**src/logic/tmc_params.svh**
```systemverilog
// Purpose: constants of the transceiver management block
// Assumes: 200 MHz aclk; byte index i of the map sits at AXI address 4*i
// Notes:   times keep their printed unit; cycle counts derive from them
`ifndef TMC_PARAMS_SVH
`define TMC_PARAMS_SVH
// How it works
// - module is fully functional within 2000 ms of power-on or reset release
// - reset pin counts only when held low longer than 2 us
// - register bus answers within 2000 ms of supply becoming valid
// - within 2000 ms data-not-ready clears and the interrupt asserts
// - fully functional within 2000 ms after reset pin rises
// - low-power pin high drops to power level 1 within 100 us
// - low-power pin low returns to full operation within 300 ms
// - interrupt pin pulls low within 200 ms of a triggering condition
// - interrupt releases within 500 us after its flag is read clear
// - receive loss sets that lane's latched flag and interrupt in 100 ms
// - transmit fault sets that lane's latched flag and interrupt in 200 ms
// - other alarms and warnings set their flag and interrupt in 200 ms; transmit input loss (tx_in_lost) only squelches here, with no flag
// - mask bit set blocks, cleared restores, a flag's interrupt in 100 ms
// - rate-select changes take effect within 100 us
// - power-down bit enters level 1 in 100 ms, clearing restores in 300 ms
// - receive outputs squelch and unsquelch within 80 us of signal change
// - transmit output squelches and resumes within 400 ms of input change
// - lane transmit-disable turns output off in 100 ms, on in 400 ms
// - lane receive-disable turns output off and on within 100 ms
// - squelch-disable bit switches both squelches off and on in 100 ms
// - a directly addressed 128-byte lower region plus paged upper regions
// - upper pages 00, 02 and 03 exist; page 01 does not
// - reset completion and power-up post interrupt with data-not-ready low
// - page-select byte in the lower region picks the upper page
// - data-not-ready stays high until monitors valid, then stays low
`define TMC_CLK_NS       5
`define TMC_RST_MIN_US   2
`define TMC_RST_MIN_CYC  ((`TMC_RST_MIN_US * 1000 + `TMC_CLK_NS - 1) / `TMC_CLK_NS)
`define TMC_INIT_MS      2000
`define TMC_INIT_CYC     ((64'd1000000 * `TMC_INIT_MS) / `TMC_CLK_NS)
// byte indexes of the lower region, then the first index of the upper region
`define TMC_IDX_ID       8'h00
`define TMC_IDX_STATUS   8'h02
`define TMC_IDX_LOS      8'h03
`define TMC_IDX_FAULT    8'h04
`define TMC_IDX_TEMP     8'h06
`define TMC_IDX_VCC      8'h07
`define TMC_IDX_TXDIS    8'h56
`define TMC_IDX_RXDIS    8'h57
`define TMC_IDX_RATE     8'h58
`define TMC_IDX_PWR      8'h5D
`define TMC_IDX_SQDIS    8'h5E
`define TMC_IDX_M_LOS    8'h64
`define TMC_IDX_M_FLT    8'h65
`define TMC_IDX_M_TEMP   8'h67
`define TMC_IDX_M_VCC    8'h68
`define TMC_IDX_PAGE     8'h7F
`define TMC_UPPER_BASE   8'h80
// field positions and values
`define TMC_ID_VALUE     8'h0D
`define TMC_ST_DNR       0
`define TMC_ST_IRQ       1
`define TMC_ST_FLAT      2
`define TMC_PWR_OVR      0
`define TMC_PWR_SET      1
`define TMC_FLAG_LSB     4
`define TMC_PAGE_00      8'h00
`define TMC_PAGE_02      8'h02
`define TMC_PAGE_03      8'h03
`define TMC_RESP_OK      2'h0
`define TMC_RESP_DEC     2'h3
`define TMC_MASK_RST     4'h0
`define TMC_CTRL_RST     8'h00
`endif

```
**src/logic/tmc_pkg.sv**
```systemverilog
// Purpose: shared types of the transceiver management block
// Assumes: four lanes
// Notes:   constants live in tmc_params.svh
package tmc_pkg;
    typedef struct packed {
        logic [3:0] rx_los;
        logic [3:0] tx_fault;
        logic [3:0] tx_in_lost;
        logic [3:0] temp_alarm;
        logic [3:0] vcc_alarm;
    } tmc_cond_t;
    typedef struct packed {
        logic [3:0] tx_off;
        logic [3:0] rx_off;
        logic [7:0] rate_sel;
        logic       low_power;
    } tmc_lane_out_t;
    typedef struct packed {
        logic                awready, wready, wen, bvalid;
        logic [11:0]         awaddr;
        logic [7:0]          wdata;
        logic [1:0]          bresp;
        logic                arready, rvalid;
        logic [7:0]          rdata;
        logic [1:0]          rresp;
        logic [7:0]          page, tx_dis, rx_dis, rate, pwr;
        logic                sqdis;
        logic [3:0]          m_los, m_flt, m_temp, m_vcc;
        logic [3:0]          f_los, f_flt, f_temp, f_vcc;
        logic                dnr, init_flag, rst_hold, irq;
        tmc_lane_out_t       out;
    } tmc_state_t;
endpackage

```
**src/logic/tmc_sync.sv**
```systemverilog
// Purpose: three-stage input synchroniser with agreement filter
// Assumes: inputs come from outside the aclk domain
// Notes:   output moves only when stages two and three agree
`timescale 1ns/10ps
module tmc_sync #(
    parameter int unsigned       W    = 1,
    parameter logic [W-1:0]      INIT = '0
) (
    // clock and reset
    input  logic         aclk,
    input  logic         aresetn,
    // levels
    input  logic [W-1:0] din,
    output logic [W-1:0] dout
);
    logic [W-1:0] s1_q, s2_q, s3_q, out_q;

    always_ff @(posedge aclk) begin
        if (!aresetn) begin
            s1_q  <= INIT;
            s2_q  <= INIT;
            s3_q  <= INIT;
            out_q <= INIT;
        end else begin
            s1_q  <= din;
            s2_q  <= s1_q;
            s3_q  <= s2_q;
            for (int i = 0; i < int'(W); i++) begin
                if (s2_q[i] == s3_q[i]) begin
                    out_q[i] <= s2_q[i];
                end
            end
        end
    end
    assign dout = out_q;
endmodule

```
**src/logic/tmc_wait.sv**
```systemverilog
// Purpose: run-length counter; done once run held LIMIT cycles
// Assumes: run drops to restart the count
// Notes:   done stays high while run stays high past the limit
`timescale 1ns/10ps
module tmc_wait #(
    parameter int unsigned  W     = 9,
    parameter logic [W-1:0] LIMIT = 1
) (
    // clock and reset
    input  logic aclk,
    input  logic aresetn,
    // control
    input  logic run,
    output logic done
);
    logic [W-1:0] cnt_q, cnt_d;

    always_comb begin
        cnt_d = cnt_q;
        if (!run) begin
            cnt_d = '0;
        end else if (cnt_q != LIMIT) begin
            cnt_d = cnt_q + 1'b1;
        end
    end
    always_ff @(posedge aclk) begin
        if (!aresetn) begin
            cnt_q <= '0;
        end else begin
            cnt_q <= cnt_d;
        end
    end
    assign done = run && (cnt_q == LIMIT);
endmodule

```
**src/logic/tmc_mgmt.sv**
```systemverilog
// Purpose: management map, flags, interrupt and lane control of a module
// Assumes: AXI4-Lite, byte i of the map at address 4*i, data in bits 7:0
// Notes:   read data comes the cycle after the request is taken, the write response a cycle later than that
//
// Chosen here: register access over AXI4-Lite and the placing of the registers.
`include "tmc_params.svh"
`timescale 1ns/10ps
module tmc_mgmt #(
    parameter int unsigned INIT_CYC = 32'(`TMC_INIT_CYC)
) (
    // clock and reset
    input  logic                   aclk,
    input  logic                   aresetn,
    // axi4-lite write address and data
    input  logic                   awvalid,
    output logic                   awready,
    input  logic [11:0]            awaddr,
    input  logic [2:0]             awprot,
    input  logic                   wvalid,
    output logic                   wready,
    input  logic [31:0]            wdata,
    input  logic [3:0]             wstrb,
    // axi4-lite write response
    output logic                   bvalid,
    input  logic                   bready,
    output logic [1:0]             bresp,
    // axi4-lite read
    input  logic                   arvalid,
    output logic                   arready,
    input  logic [11:0]            araddr,
    input  logic [2:0]             arprot,
    output logic                   rvalid,
    input  logic                   rready,
    output logic [31:0]            rdata,
    output logic [1:0]             rresp,
    // module pins
    input  logic                   reset_in_n,
    input  logic                   low_power_pin,
    input  logic                   irq_out_n_i,
    output logic                   irq_out_n_o,
    output logic                   irq_out_n_oe,
    // lane conditions and controls
    input  tmc_pkg::tmc_cond_t     cond_pins,
    output tmc_pkg::tmc_lane_out_t lane_ctl
);
    localparam int unsigned RW = 9;
    localparam int unsigned IW = 29;

    tmc_pkg::tmc_state_t s, n;
    tmc_pkg::tmc_cond_t  c;
    logic [7:0]          upper_mem [0:383];
    logic                rst_pin, lp_pin, irq_pin;
    logic                rst_long, init_done, lp;
    logic                mem_we;
    logic [8:0]          mem_waddr;
    logic [7:0]          rd_byte;
    logic [1:0]          rd_resp;
    logic [1:0]          wr_resp;

    // start at the idle pin levels so no false low-power or reset follows reset
    tmc_sync #(
        .W    (23),
        .INIT ({3'b110, 20'h00000})
    ) u_sync (
        .aclk    (aclk),
        .aresetn (aresetn),
        .din     ({reset_in_n, irq_out_n_i, low_power_pin, cond_pins}),
        .dout    ({rst_pin, irq_pin, lp_pin, c})
    );

    // reset pin must stay low for the minimum pulse before it counts
    tmc_wait #(
        .W     (RW),
        .LIMIT (RW'(`TMC_RST_MIN_CYC))
    ) u_rst_wait (
        .aclk    (aclk),
        .aresetn (aresetn),
        .run     (!rst_pin),
        .done    (rst_long)
    );

    // init timer runs from power-on or reset-pin release
    tmc_wait #(
        .W     (IW),
        .LIMIT (IW'(INIT_CYC))
    ) u_init_wait (
        .aclk    (aclk),
        .aresetn (aresetn),
        .run     (s.dnr && !s.rst_hold),
        .done    (init_done)
    );

    // page 01 is absent; anything outside the map decodes to an error
    function automatic logic addr_ok(input logic [11:0] a,
                                     input logic [7:0]  pg);
        logic ok;
        ok = (a[11:10] == 2'h0);
        if (a[9:2] >= `TMC_UPPER_BASE) begin
            ok = ok && (pg == `TMC_PAGE_00 || pg == `TMC_PAGE_02
                        || pg == `TMC_PAGE_03);
        end
        return ok;
    endfunction

    function automatic logic [8:0] mem_idx(input logic [7:0] idx,
                                           input logic [7:0] pg);
        logic [8:0] base;
        base = (pg == `TMC_PAGE_00) ? 9'h000 :
               (pg == `TMC_PAGE_02) ? 9'h080 : 9'h100;
        return base + {2'h0, idx[6:0]};
    endfunction

    logic [7:0] ridx;
    logic       r_ok;
    assign ridx = araddr[9:2];
    assign r_ok = addr_ok(araddr, s.page);

    always_comb begin
        rd_byte = 8'h00;
        unique case (ridx)
            `TMC_IDX_ID:     rd_byte = `TMC_ID_VALUE;
            `TMC_IDX_STATUS: begin
                rd_byte[`TMC_ST_FLAT] = 1'b1;
                rd_byte[`TMC_ST_IRQ]  = irq_pin;
                rd_byte[`TMC_ST_DNR]  = s.dnr;
            end
            `TMC_IDX_LOS:    rd_byte = {4'h0, s.f_los};
            `TMC_IDX_FAULT:  rd_byte = {4'h0, s.f_flt};
            `TMC_IDX_TEMP:   rd_byte = {s.f_temp, 4'h0};
            `TMC_IDX_VCC:    rd_byte = {s.f_vcc, 4'h0};
            `TMC_IDX_TXDIS:  rd_byte = s.tx_dis;
            `TMC_IDX_RXDIS:  rd_byte = s.rx_dis;
            `TMC_IDX_RATE:   rd_byte = s.rate;
            `TMC_IDX_PWR:    rd_byte = s.pwr;
            `TMC_IDX_SQDIS:  rd_byte = {7'h00, s.sqdis};
            `TMC_IDX_M_LOS:  rd_byte = {4'h0, s.m_los};
            `TMC_IDX_M_FLT:  rd_byte = {4'h0, s.m_flt};
            `TMC_IDX_M_TEMP: rd_byte = {s.m_temp, 4'h0};
            `TMC_IDX_M_VCC:  rd_byte = {s.m_vcc, 4'h0};
            `TMC_IDX_PAGE:   rd_byte = s.page;
            default: begin
                if (ridx >= `TMC_UPPER_BASE) begin
                    rd_byte = upper_mem[mem_idx(ridx, s.page)];
                end
            end
        endcase
        if (!r_ok) begin
            rd_byte = 8'h00;
        end
        rd_resp = r_ok ? `TMC_RESP_OK : `TMC_RESP_DEC;
    end

    logic [7:0] widx;
    logic       w_go;
    assign widx      = s.awaddr[9:2];
    assign w_go      = !s.awready && !s.wready && !s.bvalid;
    assign wr_resp   = addr_ok(s.awaddr, s.page) ? `TMC_RESP_OK
                                                 : `TMC_RESP_DEC;
    assign mem_we    = w_go && s.wen && (wr_resp == `TMC_RESP_OK)
                       && (widx >= `TMC_UPPER_BASE);
    assign mem_waddr = mem_idx(widx, s.page);

    // upper pages are plain storage; no reset needed
    always_ff @(posedge aclk) begin
        if (mem_we) begin
            upper_mem[mem_waddr] <= s.wdata;
        end
    end

    always_comb begin
        n = s;
        // write channel: address and data taken in either order
        if (awvalid && s.awready) begin
            n.awaddr  = awaddr;
            n.awready = 1'b0;
        end
        if (wvalid && s.wready) begin
            n.wdata  = wdata[7:0];
            n.wen    = wstrb[0];
            n.wready = 1'b0;
        end
        // register effects start as the response is raised
        if (w_go) begin
            n.bvalid = 1'b1;
            n.bresp  = wr_resp;
            if (s.wen && wr_resp == `TMC_RESP_OK) begin
                unique case (widx)
                    `TMC_IDX_TXDIS:  n.tx_dis = s.wdata;
                    `TMC_IDX_RXDIS:  n.rx_dis = s.wdata;
                    `TMC_IDX_RATE:   n.rate   = s.wdata;
                    `TMC_IDX_PWR:    n.pwr    = s.wdata;
                    `TMC_IDX_SQDIS:  n.sqdis  = s.wdata[0];
                    `TMC_IDX_M_LOS:  n.m_los  = s.wdata[3:0];
                    `TMC_IDX_M_FLT:  n.m_flt  = s.wdata[3:0];
                    `TMC_IDX_M_TEMP: n.m_temp = s.wdata[7:4];
                    `TMC_IDX_M_VCC:  n.m_vcc  = s.wdata[7:4];
                    `TMC_IDX_PAGE:   n.page   = s.wdata;
                    default: ;
                endcase
            end
        end
        if (s.bvalid && bready) begin
            n.bvalid  = 1'b0;
            n.awready = 1'b1;
            n.wready  = 1'b1;
        end
        // read channel; latched flags clear when their byte is read
        if (arvalid && s.arready) begin
            n.arready = 1'b0;
            n.rvalid  = 1'b1;
            n.rdata   = rd_byte;
            n.rresp   = rd_resp;
            if (r_ok) begin
                unique case (ridx)
                    `TMC_IDX_STATUS: n.init_flag = 1'b0;
                    `TMC_IDX_LOS:    n.f_los     = 4'h0;
                    `TMC_IDX_FAULT:  n.f_flt     = 4'h0;
                    `TMC_IDX_TEMP:   n.f_temp    = 4'h0;
                    `TMC_IDX_VCC:    n.f_vcc     = 4'h0;
                    default: ;
                endcase
            end
        end
        if (s.rvalid && rready) begin
            n.rvalid  = 1'b0;
            n.arready = 1'b1;
        end
        // a condition present in the clearing cycle sets the flag again
        n.f_los  = n.f_los  | c.rx_los;
        n.f_flt  = n.f_flt  | c.tx_fault;
        n.f_temp = n.f_temp | c.temp_alarm;
        n.f_vcc  = n.f_vcc  | c.vcc_alarm;
        // module reset from the pin, then a fresh init
        if (rst_long) begin
            n.rst_hold = 1'b1;
        end else if (rst_pin) begin
            n.rst_hold = 1'b0;
        end
        if (init_done) begin
            n.dnr       = 1'b0;
            n.init_flag = 1'b1;
        end
        if (s.rst_hold) begin
            n.dnr       = 1'b1;
            n.init_flag = 1'b0;
            n.tx_dis    = `TMC_CTRL_RST;
            n.rx_dis    = `TMC_CTRL_RST;
            n.rate      = `TMC_CTRL_RST;
            n.pwr       = `TMC_CTRL_RST;
            n.page      = `TMC_CTRL_RST;
            n.sqdis     = 1'b0;
            n.m_los     = `TMC_MASK_RST;
            n.m_flt     = `TMC_MASK_RST;
            n.m_temp    = `TMC_MASK_RST;
            n.m_vcc     = `TMC_MASK_RST;
            n.f_los     = 4'h0;
            n.f_flt     = 4'h0;
            n.f_temp    = 4'h0;
            n.f_vcc     = 4'h0;
        end
        // unmasked flags or completed init pull the interrupt low
        n.irq = s.init_flag
              | (|(s.f_los  & ~s.m_los))
              | (|(s.f_flt  & ~s.m_flt))
              | (|(s.f_temp & ~s.m_temp))
              | (|(s.f_vcc  & ~s.m_vcc));
        // lane controls follow their bits on the next edge
        n.out.low_power = lp;
        n.out.rate_sel  = s.rate;
        n.out.tx_off    = s.tx_dis[3:0]
                        | (c.tx_in_lost & {4{!s.sqdis}})
                        | {4{lp}};
        n.out.rx_off    = s.rx_dis[3:0]
                        | (c.rx_los & {4{!s.sqdis}});
    end

    // power override selects the software bit over the pin
    assign lp = s.pwr[`TMC_PWR_OVR] ? s.pwr[`TMC_PWR_SET] : lp_pin;

    always_ff @(posedge aclk) begin
        if (!aresetn) begin
            s          <= '0;
            s.awready  <= 1'b1;
            s.wready   <= 1'b1;
            s.arready  <= 1'b1;
            s.dnr      <= 1'b1;
        end else begin
            s <= n;
        end
    end

    assign awready      = s.awready;
    assign wready       = s.wready;
    assign bvalid       = s.bvalid;
    assign bresp        = s.bresp;
    assign arready      = s.arready;
    assign rvalid       = s.rvalid;
    assign rdata        = {24'h000000, s.rdata};
    assign rresp        = s.rresp;
    assign irq_out_n_o  = 1'b0;
    assign irq_out_n_oe = s.irq;
    assign lane_ctl     = s.out;
endmodule

```
**config.mk**
```make
export PLATFORM = sky130hd
export DESIGN_NAME = tmc_mgmt
export DESIGN_NICKNAME = d
export VERILOG_FILES = /design/src/logic/tmc_pkg.sv /design/src/logic/tmc_sync.sv /design/src/logic/tmc_wait.sv /design/src/logic/tmc_mgmt.sv
export VERILOG_INCLUDE_DIRS = /design/src /design/src/logic
export SDC_FILE = /design/constraint.sdc
export NUM_CORES = 2
export LEC_CHECK = 0
export BUFFER_PORTS_ARGS = -buffer_cell sky130_fd_sc_hd__buf_4
export CORE_UTILIZATION = 60
export CTS_CLUSTER_DIAMETER = 120
export CTS_CLUSTER_SIZE = 14
export DETAILED_ROUTE_END_ITERATION = 10
export PLACE_DENSITY = 0.76
export SLEW_MARGIN = 25
export SYNTH_ARGS = -nofsm -noshare
export SYNTH_HDL_FRONTEND = slang
export SYNTH_SLANG_ARGS = --single-unit
```
**constraint.sdc**
```tcl
create_clock -name aclk -period 16.75 [get_ports aclk]
set_input_delay 2.5125 -clock aclk [delete_from_list [all_inputs] [get_ports aclk]]
set_output_delay 2.5125 -clock aclk [all_outputs]
set_load 0.005 [all_outputs]
```
==> impl_results.md <==
- Flop pwr share: 57.7%
- Die H: 466 um
- Crit start category: primary input
- IO Count: 156
- Worst skew pair latency: 0.95 ns
- Sw Share: 21.1%
- Net load switching power: 3.33 mW
- Final WS setup: 9.69 ns
- Final WL: 337 mm
- Clock-pin slew on the worst setup and hold paths: 0.07 ns
- Gpl congestion: 0.913
- Crit. End Element: register
- Setup crit start: araddr[3]
- Cell internal pwr: 12.5 mW
- Die ar.: 217000 um^2
- H-tree levels: 5
- Register area share after synthesis: 75.4%
- Max Clk Rate: 0.142 GHz
- Pre-CTS setup slack: 8.85 ns
- # hold bufs at CTS: 0
- FF-to-FF Start: s[89]
- Distinct cells, synth: 81
- Drt wl/cell: 35.5 um
- Max-Cap Viols: 0
- Fin area: 140000 um^2
- CTS buffer count: 287
- Initial antenna violation count: 19
- Fin. max-slew vios: 0
- Clock root cell: clkbuf_16
- Vias per cell: 7.10
- Fin crit period: 7.06 ns
- Fin nets: 6725
- Vias in the first global route: 65400
- Largest net degree at the start of global routing: 242
- Worst Skew: 0.0608 ns
- Port buffer count: 93
- Leading area contributor after synthesis: edfxtp_1
- Leak Pwr: 45.5 nW
- R2R Setup Slk: 12.06 ns
- Worst r2r dst: upper_mem[58][4]
- Largest cells by area after synthesis: edfxtp_1 (71%), mux4_2 (13%), dfxtp_1 (4.0%)
- Die W: 466 um
- # setup viols final: 0
- First-pass GRT wire length: 478 mm
- Gate power share: 4.9%
- Filler cells: 13300
- Async set or reset register ratio after synthesis: 0%
- Proportion of layout cells with a drive suffix above 1: 20.6%
- Worst slew margin: 18.5%
- Post-CTS setup buffer count: 0
- Syn Inst Count: 6521
- Core area: 213000 um^2
- Hold WC Path Type: reg -> reg
- Primary FF master, synth: edfxtp_1
- Clk pwr share: 37.4%
- Worst endpoint data arrival time: 7.90 ns
- Maximum VDD drop: 79.3 uV
- Worst-Margin Slew: 1.21 ns
- CTS Buffer Depth: 4
- Synth Register Bits: 3330
- # DRC: 0
- Via Count: 67500
- Dpl hpwl: 195 mm
- Crit share post-route: 42.1%
- EDFF count, synth: 3072
- Post-CTS Resized: 0
- Worst hold slack: 0.413 ns
- Final Hold Fails: 0
- Grt total ovfl: 0
- Worst Path Required: 17.59 ns
- DR pass1 iterations: 8
- Setup TNS: 0 ns
- Pwr dens: 113 nW/um^2
- Post-Place Cell Area: 132000 um^2
- Mean Syn Cell Area: 19.8 um^2
- Synth Warn #: 0
- ANT nets after route: 0
- R2R depth: 7
- Setup CP Type: in -> reg
- Initial Util: 60.6%
- Rows: 169
- Synth top area share: 71.4%
- GRT Total Usage: 31.2%
- Outcome: complete, no violations
- Post-Synthesis Cell Area: 129000 um^2
- Crit-path max FO: 112
- Unrepaired setup endpoints after global routing: no
- Initial DRC count: 11500
- CTS tree: yes
- Area Growth Syn to Fin: 8.39%
- Clk sinks: 3330
- Critical path destination: rdata[0]
==> state kept, by name (all words and copies together), names as in the netlist, 8 cells and up <==
signal             cells
u_sync.s3_q           23
u_init_wait.cnt_q     29
u_sync.s2_q           23
n                      8
u_rst_wait.cnt_q       9
lane_ctl              17
u_sync.dout           23
u_sync.s1_q           23
upper_mem           3072
rdata                  8
s                     87
==> how the worst min path moves through the flow <==
stage                     from         endpoint  cells past startpoint
6_report       u_sync.s1_q[21]  u_sync.s2_q[21]                      1
5_1_grt        u_sync.s1_q[21]  u_sync.s2_q[21]                      1
4_1_cts        u_sync.s1_q[21]  u_sync.s2_q[21]                      1
3_5_place_dp   u_sync.s1_q[21]  u_sync.s2_q[21]                      1
3_3_place_gp   u_sync.s1_q[21]  u_sync.s2_q[21]                      1
2_1_floorplan  u_sync.s1_q[21]  u_sync.s2_q[21]                      1
==> cells in the mapped netlist (31+ instances only) <==
library cell  number
o21ai_0           60
buf_4            112
nand2_1          179
a22o_1            33
nor2_1           570
mux2i_1          285
nand3_1           73
and2_1            80
o22ai_1           31
a21oi_1          144
mux4_2           763
dfxtp_1          258
edfxtp_1        3072
buf_2            100
buf_6             39
clkbuf_1         163
inv_1             37
a22oi_1          126
==> per-stage QoR <==
stage | instances | utilization, % | total power [mW]
2_1_floorplan | 6545 | - | 9.80
3_3_place_gp | 9153 | 62.1 | 10.0
3_5_place_dp | 9153 | 62.1 | 10.0
4_1_cts | 9485 | 65.6 | 15.8
5_1_grt | 9491 | 65.7 | 16.1
6_report | 9503 | 65.7 | 15.8
==> worst max-delay path: stages <==
cell and delay [ns]:
buf_8 0.54, buf_12 0.56, buf_12 0.59, mux4_2 0.42, a22o_1 0.26, o21ai_0 0.82, o2111ai_1 0.41, o2111ai_1 0.64
o2111ai_1 0.42, a32o_1 0.36
==> placed cells by master (no fill, tap or decap), types with 17 or more instances in the layout <==
cell,n
xor2_1,19
edfxtp_1,3072
inv_1,36
nor2_1,560
nor4_1,19
nand2_1,166
mux4_2,763
a22oi_1,126
a22o_1,33
o21ai_0,60
o22ai_1,31
a221oi_1,25
nand3_1,69
clkbuf_1,33
and2_1,78
a21oi_1,144
clkbuf_16,294
conb_1,25
buf_4,202
a211oi_1,23
o211ai_1,17
nand2b_1,18
mux2i_1,285
dfxtp_1,250
==> layer usage <==
layer	vias up	GRT usage [%]	wire length [um]
li1	26500	-	-
met1	34900	44.2	121000
met2	5262	46.3	154000
met3	830	8.95	46900
met4	12	12.7	15100
met5	-	0	89
==> logic make-up (layout without fill, tap and decap cells) <==
family / Yosys count / in the layout / share of synthesized area (%)
compound gates: 563 / 563 / 2.98
xor+xnor: 27 / 27 / 0.183
fa+ha+maj: 4 / 4 / 0.0387
buf+inv: 480 / 603 / 2.13
flops: 3330 / 3330 / 75.4
mux: 1064 / 1064 / 15.6
other cells: 1 / 39 / 0.00290
simple gates: 1052 / 1052 / 3.63
==> area by class of cell <==
type                    instances  area [um^2]  share of cell area (%)
diodes                         14         35.0                  0.0250
clock buffers                 327         7480                    5.34
clock inverters                 5         46.3                  0.0331
inverters                      41          154                   0.110
multi-input cells            2735        29300                    20.9
flip-flops and latches       3330        97400                    69.6
well taps                    2821         3530                    2.52
repair buffers                230         2030                    1.45
==> power groups by stage <==
| stage | clock network (mW) | logic [mW] | registers (mW) |
|---|---|---|---|
| final | 5.92 | 0.773 | 9.12 |
| after CTS | 5.93 | 0.749 | 9.12 |
| after global placement | 0 | 0.731 | 9.30 |
| after global routing | 6.22 | 0.795 | 9.11 |
| after detailed placement | 0 | 0.745 | 9.30 |
| after floorplan | 0 | 0.423 | 9.38 |
Power figures use the tool's default switching activity.
